--- src/verilog/smlo_pkg.sv ---
// Package for the special-move, multiply and logic decode/execute block
package smlo_pkg;

    // Data and register-number widths
    localparam int DATA_W = 32;
    localparam int REG_W  = 4;
    localparam int SEL_W  = 8;

    // 16-bit opcode patterns (upper bits, compared under the masks below)
    localparam logic [15:0] OPC_PRODUCT   = 16'h4340;   // 0100_0011_01xx_xxxx
    localparam logic [15:0] OPC_INVERT    = 16'h43c0;   // 0100_0011_11xx_xxxx
    localparam logic [15:0] OPC_OR        = 16'h4300;   // 0100_0011_00xx_xxxx
    localparam logic [15:0] OPC_REVSUB    = 16'h4240;   // 0100_0010_01xx_xxxx
    localparam logic [15:0] MASK_ALU16    = 16'hffc0;
    localparam logic [15:0] OPC_NOP       = 16'hbf00;
    // 32-bit first halfwords
    localparam logic [15:0] OPC_S2G_HI    = 16'hf3ef;
    localparam logic [15:0] OPC_G2S_HI    = 16'hf380;
    localparam logic [15:0] MASK_G2S_HI   = 16'hfff0;
    // 32-bit second halfword checks
    localparam logic [15:0] OPC_S2G_LO    = 16'h8000;
    localparam logic [15:0] MASK_S2G_LO   = 16'hf000;
    localparam logic [15:0] OPC_G2S_LO    = 16'h8800;
    localparam logic [15:0] MASK_G2S_LO   = 16'hff00;

    // Field positions in a halfword
    localparam int F_LO_REG  = 0;   // low 3-bit register field
    localparam int F_MID_REG = 3;   // second 3-bit register field
    localparam int F_HI_RD   = 8;   // destination field in second halfword

    // Special register selects that application level may read; of these it may write only the status word
    localparam logic [SEL_W-1:0] SEL_APP_STATUS = 8'h00;
    localparam logic [SEL_W-1:0] SEL_MODE_CTRL  = 8'h14;

    // Condition flags of the status word
    typedef struct packed {
        logic neg;
        logic zero;
        logic carry;
        logic ovf;
    } smlo_flags_t;

    localparam smlo_flags_t FLAGS_RESET = '{neg: 1'b0, zero: 1'b0, carry: 1'b0, ovf: 1'b0};

    // Instruction handed in by fetch
    typedef struct packed {
        logic        valid;
        logic        wide;       // two-halfword form
        logic [15:0] hw1;
        logic [15:0] hw2;
        logic        cond_pass;
        logic        in_cond_blk;
        logic        privileged;
    } smlo_instr_t;

    // Write-back command to the register file and special registers
    typedef struct packed {
        logic              gpr_we;
        logic [REG_W-1:0]  gpr_addr;
        logic [DATA_W-1:0] gpr_data;
        logic              spec_we;
        logic [SEL_W-1:0]  spec_sel;
        logic [DATA_W-1:0] spec_data;
        logic              priv_fault;
        logic              done;
    } smlo_wb_t;

    localparam smlo_wb_t WB_RESET = '0;

endpackage

--- src/verilog/smlo_exec.sv ---
// Decode and execute of special moves, multiply, invert, negate, no-op and OR
`timescale 1ns/1ps
`default_nettype none

module smlo_exec
    import smlo_pkg::*;
(
    // Clock and reset
    input  wire logic              clk,
    input  wire logic              arst_n,
    // Instruction from fetch
    input  wire smlo_instr_t       instr,
    // Register file read ports (addresses are combinational from instr)
    output logic [REG_W-1:0]       rd_addr_a,
    output logic [REG_W-1:0]       rd_addr_b,
    input  wire logic [DATA_W-1:0] rd_data_a,
    input  wire logic [DATA_W-1:0] rd_data_b,
    // Special register read port
    output logic [SEL_W-1:0]       spec_rd_sel,
    input  wire logic [DATA_W-1:0] spec_rd_data,
    // Write-back and status word
    output smlo_wb_t               wb,
    output smlo_flags_t            flags
);

    ////////////////////////////////////////////////////////////////////////
    // Helpers

    // Negative and zero flags from a result
    function automatic logic [1:0] nz_of(input logic [DATA_W-1:0] v);
        return {v[DATA_W-1], (v == '0)};
    endfunction

    // Three-bit register field widened to a register number
    function automatic logic [REG_W-1:0] lo_reg(input logic [2:0] f);
        return {1'b0, f};
    endfunction

    // Short-form ALU opcode match under the common mask
    function automatic logic alu16_is(input logic [15:0] hw, input logic [15:0] opc);
        return (hw & MASK_ALU16) == opc;
    endfunction

    ////////////////////////////////////////////////////////////////////////
    // Decode

    logic is_prod;
    logic is_inv;
    logic is_or;
    logic is_rsb;
    logic is_nop;
    logic is_s2g;
    logic is_g2s;
    logic [SEL_W-1:0] sel;

    // Opcode match on the incoming halfwords
    // At most one decode flag is high for a legal halfword pair; the short
    // forms are gated off by the wide bit, so a second halfword can never
    // alias one of them.
    always_comb begin
        is_prod = !instr.wide && alu16_is(instr.hw1, OPC_PRODUCT);
        is_inv  = !instr.wide && alu16_is(instr.hw1, OPC_INVERT);
        is_or   = !instr.wide && alu16_is(instr.hw1, OPC_OR);
        is_rsb  = !instr.wide && alu16_is(instr.hw1, OPC_REVSUB);
        is_nop  = !instr.wide && (instr.hw1 == OPC_NOP);
        is_s2g  = instr.wide && (instr.hw1 == OPC_S2G_HI)
                  && ((instr.hw2 & MASK_S2G_LO) == OPC_S2G_LO);
        is_g2s  = instr.wide && ((instr.hw1 & MASK_G2S_HI) == OPC_G2S_HI)
                  && ((instr.hw2 & MASK_G2S_LO) == OPC_G2S_LO);
        sel     = instr.hw2[SEL_W-1:0];
    end

    // Operand addresses to the register file
    // They come straight from the halfword so the register file answers in
    // the same cycle. The short multiply reads its destination field as the
    // second operand; the short OR reads it as the first operand, which
    // keeps the OR operands in their documented order.
    always_comb begin
        rd_addr_a   = lo_reg(instr.hw1[F_MID_REG +: 3]);
        rd_addr_b   = lo_reg(instr.hw1[F_LO_REG +: 3]);
        spec_rd_sel = sel;
        if (is_g2s) begin
            rd_addr_a = instr.hw1[F_LO_REG +: REG_W];
        end
        if (is_or) begin
            rd_addr_a = lo_reg(instr.hw1[F_LO_REG +: 3]);
            rd_addr_b = lo_reg(instr.hw1[F_MID_REG +: 3]);
        end
    end

    ////////////////////////////////////////////////////////////////////////
    // Execute

    // The write-back command is a one-cycle pulse per taken instruction.
    // The flags are a level that only a flag-setting instruction or a
    // status word write moves; a failed condition leaves both registers
    // and flags where they are.
    smlo_wb_t    wb_reg;
    smlo_wb_t    wb_next;
    smlo_flags_t flags_reg;
    smlo_flags_t flags_next;

    logic [DATA_W-1:0]   res;
    logic [2*DATA_W-1:0] prod;
    logic [DATA_W:0]     diff;
    logic                setf;
    logic                app_ok;

    // Result select and flag update
    always_comb begin
        wb_next    = WB_RESET;
        flags_next = flags_reg;
        res        = '0;
        prod       = '0;
        diff       = '0;
        app_ok     = 1'b0;
        setf       = !instr.in_cond_blk;
        if (instr.valid && instr.cond_pass) begin
            wb_next.done     = 1'b1;
            wb_next.gpr_addr = lo_reg(instr.hw1[F_LO_REG +: 3]);
            if (is_prod) begin
                // Unsigned product; its low word equals the signed one
                prod             = rd_data_a * rd_data_b;
                res              = prod[DATA_W-1:0];
                wb_next.gpr_we   = 1'b1;
                wb_next.gpr_data = res;
                if (setf) begin
                    {flags_next.neg, flags_next.zero} = nz_of(res);
                end
            end else if (is_inv) begin
                res              = ~(rd_data_a << 0);
                wb_next.gpr_we   = 1'b1;
                wb_next.gpr_data = res;
                if (setf) begin
                    {flags_next.neg, flags_next.zero} = nz_of(res);
                end
            end else if (is_or) begin
                res              = rd_data_a | rd_data_b;
                wb_next.gpr_we   = 1'b1;
                wb_next.gpr_data = res;
                if (setf) begin
                    {flags_next.neg, flags_next.zero} = nz_of(res);
                end
            end else if (is_rsb) begin
                // Zero minus source; borrow clear sets carry
                diff             = {1'b0, {DATA_W{1'b0}}} - {1'b0, rd_data_a};
                res              = diff[DATA_W-1:0];
                wb_next.gpr_we   = 1'b1;
                wb_next.gpr_data = res;
                if (setf) begin
                    {flags_next.neg, flags_next.zero} = nz_of(res);
                    flags_next.carry = ~diff[DATA_W];
                    flags_next.ovf   = rd_data_a[DATA_W-1] & res[DATA_W-1];
                end
            end else if (is_s2g) begin
                // Unprivileged access outside the application registers raises
                // a fault pulse instead of any write, so the core can trap it
                app_ok = (sel == SEL_APP_STATUS) || (sel == SEL_MODE_CTRL);
                if (instr.privileged || app_ok) begin
                    wb_next.gpr_we   = 1'b1;
                    wb_next.gpr_addr = instr.hw2[F_HI_RD +: REG_W];
                    // Status word read packs N, Z, C, V into the top four bits
                    wb_next.gpr_data = (sel == SEL_APP_STATUS)
                                       ? {flags_reg, {(DATA_W-4){1'b0}}}
                                       : spec_rd_data;
                end else begin
                    wb_next.priv_fault = 1'b1;
                end
            end else if (is_g2s) begin
                app_ok = (sel == SEL_APP_STATUS);
                if (app_ok) begin
                    flags_next = smlo_flags_t'(rd_data_a[DATA_W-1 -: 4]);
                end else if (instr.privileged) begin
                    wb_next.spec_we   = 1'b1;
                    wb_next.spec_sel  = sel;
                    wb_next.spec_data = rd_data_a;
                end else begin
                    wb_next.priv_fault = 1'b1;
                end
            end else if (is_nop) begin
                // Hint only: no register, flag or special write
                wb_next.gpr_we = 1'b0;
            end
            // No-op and unknown opcodes leave state alone
        end
    end

    // State registers
    // Reset clears the pending write-back and all four flags
    always_ff @(posedge clk or negedge arst_n) begin
        if (!arst_n) begin
            wb_reg    <= WB_RESET;
            flags_reg <= FLAGS_RESET;
        end else begin
            wb_reg    <= wb_next;
            flags_reg <= flags_next;
        end
    end

    // Outputs straight from flip-flops
    assign wb    = wb_reg;
    assign flags = flags_reg;

endmodule

`default_nettype wire

--- config.mk ---
export PLATFORM = sky130hd
export DESIGN_NAME = smlo_exec
export DESIGN_NICKNAME = d
export VERILOG_FILES = /design/src/verilog/smlo_pkg.sv /design/src/verilog/smlo_exec.sv
export SDC_FILE = /design/constraint.sdc
export NUM_CORES = 1
export LEC_CHECK = 0
export BUFFER_PORTS_ARGS = -buffer_cell sky130_fd_sc_hd__buf_2
export CELL_PAD_IN_SITES_DETAIL_PLACEMENT = 1
export CELL_PAD_IN_SITES_GLOBAL_PLACEMENT = 2
export CORE_ASPECT_RATIO = 1.75
export CORE_MARGIN = 2
export CORE_UTILIZATION = 34
export CTS_CLUSTER_SIZE = 8
export DETAILED_ROUTE_END_ITERATION = 8
export PLACE_DENSITY_LB_ADDON = 0.25
export SYNTH_ARGS = -nofsm -noshare
export SYNTH_HDL_FRONTEND = slang
export SYNTH_SLANG_ARGS = --single-unit
--- constraint.sdc ---
create_clock -name clk -period 1.55 [get_ports clk]
set_input_delay 0 -clock clk [delete_from_list [all_inputs] [get_ports clk]]
set_output_delay 0 -clock clk [all_outputs]
set_load 0.02 [all_outputs]
==> metrics.cfg <==
[clock_network]
clock_path_buffers = 2
cts_inserted_buffers = 9
cts_root_buf = sky130_fd_sc_hd__clkbuf_16
cts.sinks = 84
h_tree_levels = 3
tritoncts = built
clkSlewWorstSetupHoldPaths_ns = 0.07
clock_latency_at_the_later_pin_of_the_worst_skew_pair_ns = 0.39

[global_route]
grt_start_max_net_pins = 42
grt-ovfl-total = 0
first_global_vias = 23652
grtUsageTotal_pct = 31.54
antenna_violations_before_repair = 1
grt_first_pass_wirelength_um = 144900

[timing]
final_hold_viol_count = 0
finalCriticalPeriod_ns = 6.409
timing.fmax_mhz = 156.0
clock_skew_ns = 0.008876
tightest_slew_ns = 0.5082
grt_setup_unrepaired = yes
setup_viol = 41
drv_slew = 0
final_min_period_over_clock_period_pct = 413.5
fin_ws_ns = -4.859
worst_slew_margin_rel_pct = 66.12

[routing]
drc_errors = 0
dr_total_vias = 19970
initialDrtViolationCount = 890
totalWireLength_um = 98220
detailedRoute.firstPassIterationCount = 5
routed_wire_length_per_instance_um = 26.00
via_per_inst = 5.287
antenna_violating_nets_left = 0

[final_layout]
antenna_cells_inserted = 0
largest_register_ffs = 80
final_layout_size_suffix_gt1_share_pct = 39.89
stdcell_count = 3777
fillers = 6768
finalNetCount = 3655
final_core_util_pct = 50.75
syn2layout_area_growth_pct = 47.55

[hold_path]
worst_hold_path_type = input pin to flop

[synth]
unique_cell_type_count_in_the_yosys_netlist = 88
synth_area_leaders = sky130_fd_sc_hd__fa_1 (39%), sky130_fd_sc_hd__dfrtp_1 (10%), sky130_fd_sc_hd__ha_1 (7.6%)
synth-edff-count = 0
yosys.area.top_type = sky130_fd_sc_hd__fa_1
ys_seq_area_share_pct = 10.14
syn_nets = 3012
syn_avg_cell_area_um2 = 8.852
ys_seq_elements = 84
prevailing_post_synth_register_cell = sky130_fd_sc_hd__dfrtp_1
syn_inst = 2343
ys_async_sr_fraction_pct = 100.0
synth.cell_area_um2 = 20740
synthDominantCellAreaShare_pct = 39.38
synth-warning-count = 0

[critical_path]
crit_path_cell_trace = buf_16 > buf_4 > nand2_2 > fa_1 > fa_1 > fa_1 > fa_2 > fa_1 > fa_1 > fa_1 > fa_1 > inv_1 > ha_4 > a21o_1 > a21oi_4 > o22a_1 > o311ai_4 > a2111o_1 > buf_4 > a31o_1 > a21oi_2 > xnor2_1 > a221oi_2 > nor2_1
timing.critical_path.slowest_stage_cell = sky130_fd_sc_hd__fa_2
cpMostUsedCell = sky130_fd_sc_hd__fa_1
timing.critical_path.max_delay_family = adder cells
critical_path_fanouts_max = 14
cp-end-kind = flop
critPathLaunchType = input pin
worstPathArrival_ns = 6.67
critical_path_required_ns = 1.81
critPathBufInv = 4
critPathMaxStageDelay_ns = 0.59
timing_worst_setup_path_type = input pin to flop

[place]
place_hpwl_um = 79320
numPlacedInstances = 3641
port_buffer_cells = 233
gp_congestion = 0.9765

[die]
core_area_um2 = 60300
num_rows = 119
initial_utilization_pct = 34.39
io-pin-count = 235
die-height_um = 330.7
floorplan.die_area_um2 = 63070
chipWidth_um = 190.7

[status]
failing_checks = negative setup slack
run_status = finished with violations

[run]
cap_violations = 0

-- worst paths after layout --
kind,cells after the start,slack (ns),from,end
min in group asynchronous,2,0.09,arst_n,wb[30]$_DFF_PN0_
max in group asynchronous,3,0.92,arst_n,wb[60]$_DFF_PN0_
min,5,0.02,spec_rd_data[4],wb[47]$_DFF_PN0_
min reg2reg,2,0.56,flags[3]$_DFFE_PN0P_,flags[3]$_DFFE_PN0P_
max reg2reg,7,-0.05,flags[0]$_DFFE_PN0P_,wb[71]$_DFF_PN0_
max,24,-4.86,rd_data_b[3],wb[73]$_DFF_PN0_
-- synthesized netlist by cell type (12+ instances only) --
library cell,instances
sky130_fd_sc_hd__xor2_1,26
sky130_fd_sc_hd__dfrtp_1,84
sky130_fd_sc_hd__fa_1,408
sky130_fd_sc_hd__nor3_1,27
sky130_fd_sc_hd__and3_1,38
sky130_fd_sc_hd__nand4_1,17
sky130_fd_sc_hd__ha_1,126
sky130_fd_sc_hd__clkbuf_1,153
sky130_fd_sc_hd__and2_1,203
sky130_fd_sc_hd__o21ai_0,55
sky130_fd_sc_hd__xnor2_1,75
sky130_fd_sc_hd__nor4_1,21
sky130_fd_sc_hd__inv_1,301
sky130_fd_sc_hd__nor2_1,80
sky130_fd_sc_hd__nand2_1,419
sky130_fd_sc_hd__a21oi_1,93
sky130_fd_sc_hd__o22ai_1,12
-- cell type report --
| cell class | instances | area [µm²] | share of cell area, % |
|---|---|---|---|
| clock buffers | 9 | 225.2 | 0.7360 |
| clock inverters | 7 | 73.82 | 0.2412 |
| inverters | 302 | 1136 | 3.712 |
| multi-input cells | 1780 | 18870 | 61.67 |
| flip-flops and latches | 84 | 2102 | 6.869 |
| well taps | 786 | 983.4 | 3.214 |
| repair buffers | 809 | 7211 | 23.56 |
-- metal layers --
layer / vias to the layer above / track usage [%] / part of all wire, % / routed length [µm]
met5: - / 0 / 0 / 0
met2: 665 / 59.84 / 54 / 52890
met1: 10459 / 33.57 / 35 / 34670
li1: 8604 / - / - / -
met3: 242 / 4.567 / 4.6 / 4554
met4: 0 / 15.99 / 6.2 / 6106
-- worst register-to-register path: stages, from the launching register on --
cell,delay (ns)
sky130_fd_sc_hd__dfrtp_1,0.38
sky130_fd_sc_hd__mux2_2,0.26
sky130_fd_sc_hd__a21oi_1,0.20
sky130_fd_sc_hd__o2bb2ai_1,0.13
sky130_fd_sc_hd__a22o_1,0.18
sky130_fd_sc_hd__o21ai_0,0.15
sky130_fd_sc_hd__a21oi_2,0.13
sky130_fd_sc_hd__nor2_1,0.05
-- cell usage in the layout (no fill, tap or decap), types with 7 or more instances in the layout --
master,count
sky130_fd_sc_hd__nor3_1,23
sky130_fd_sc_hd__nand3_1,10
sky130_fd_sc_hd__dfrtp_1,84
sky130_fd_sc_hd__a21oi_1,52
sky130_fd_sc_hd__buf_12,55
sky130_fd_sc_hd__xor2_1,22
sky130_fd_sc_hd__fa_1,342
sky130_fd_sc_hd__a21oi_2,27
sky130_fd_sc_hd__and3_1,36
sky130_fd_sc_hd__a221oi_1,7
sky130_fd_sc_hd__xnor2_1,58
sky130_fd_sc_hd__nand2_2,33
sky130_fd_sc_hd__nand4_1,17
sky130_fd_sc_hd__nand2_1,365
sky130_fd_sc_hd__xnor2_2,11
sky130_fd_sc_hd__and2_4,18
sky130_fd_sc_hd__buf_4,411
sky130_fd_sc_hd__dlygate4sd3_1,19
sky130_fd_sc_hd__nor4_1,18
sky130_fd_sc_hd__o21ai_2,10
sky130_fd_sc_hd__and2_1,187
sky130_fd_sc_hd__a21oi_4,15
sky130_fd_sc_hd__buf_8,21
sky130_fd_sc_hd__buf_16,12
sky130_fd_sc_hd__nor2_2,9
sky130_fd_sc_hd__buf_6,103
sky130_fd_sc_hd__nor2_4,8
sky130_fd_sc_hd__ha_1,76
sky130_fd_sc_hd__fa_2,66
sky130_fd_sc_hd__nand2_4,22
sky130_fd_sc_hd__ha_4,49
sky130_fd_sc_hd__buf_2,183
sky130_fd_sc_hd__o21ai_0,42
sky130_fd_sc_hd__inv_1,269
sky130_fd_sc_hd__o22ai_1,8
sky130_fd_sc_hd__inv_2,31
sky130_fd_sc_hd__nor2_1,64
sky130_fd_sc_hd__o211ai_1,7
sky130_fd_sc_hd__clkbuf_16,9
sky130_fd_sc_hd__nor2b_1,7
-- timing repair --
item / 4_1_cts / 5_1_grt
pin swaps: 151 / 175
hold buffers: 19 / 0
hold endpoints to repair: 102 / 0
cloned: 6 / 0
endpoints found under the setup margin: 42 / 43
buffers inserted: 67 / 41
resized for setup: 439 / 190
-- metrics by stage --
stage	instance area (µm²)	hold slack, ns	setup slack, ns	setup TNS (ns)
after global placement	26500	-0.04178	-5.521	-153.60
after detailed placement	26500	-0.03416	-5.717	-157.49
final	30600	0.01533	-4.859	-120.73
after floorplan	21900	-0.2956	-5.022	-115.89
after CTS	29530	0.005909	-4.785	-118.34
after global routing	30600	0.02536	-5.018	-125.45
-- kinds of logic after synthesis --
family	count (synthesis)	synth area share, %
compound gates	257	7.903
xor+xnor	101	4.265
fa+ha+maj	534	46.98
buf+inv	479	9.049
flops	84	10.14
mux	9	0.4645
other cells	1	0.01808
simple gates	878	21.18
Power is not shown: default switching activity piles up to over one toggle a cycle in this logic, so the estimate is an artifact.
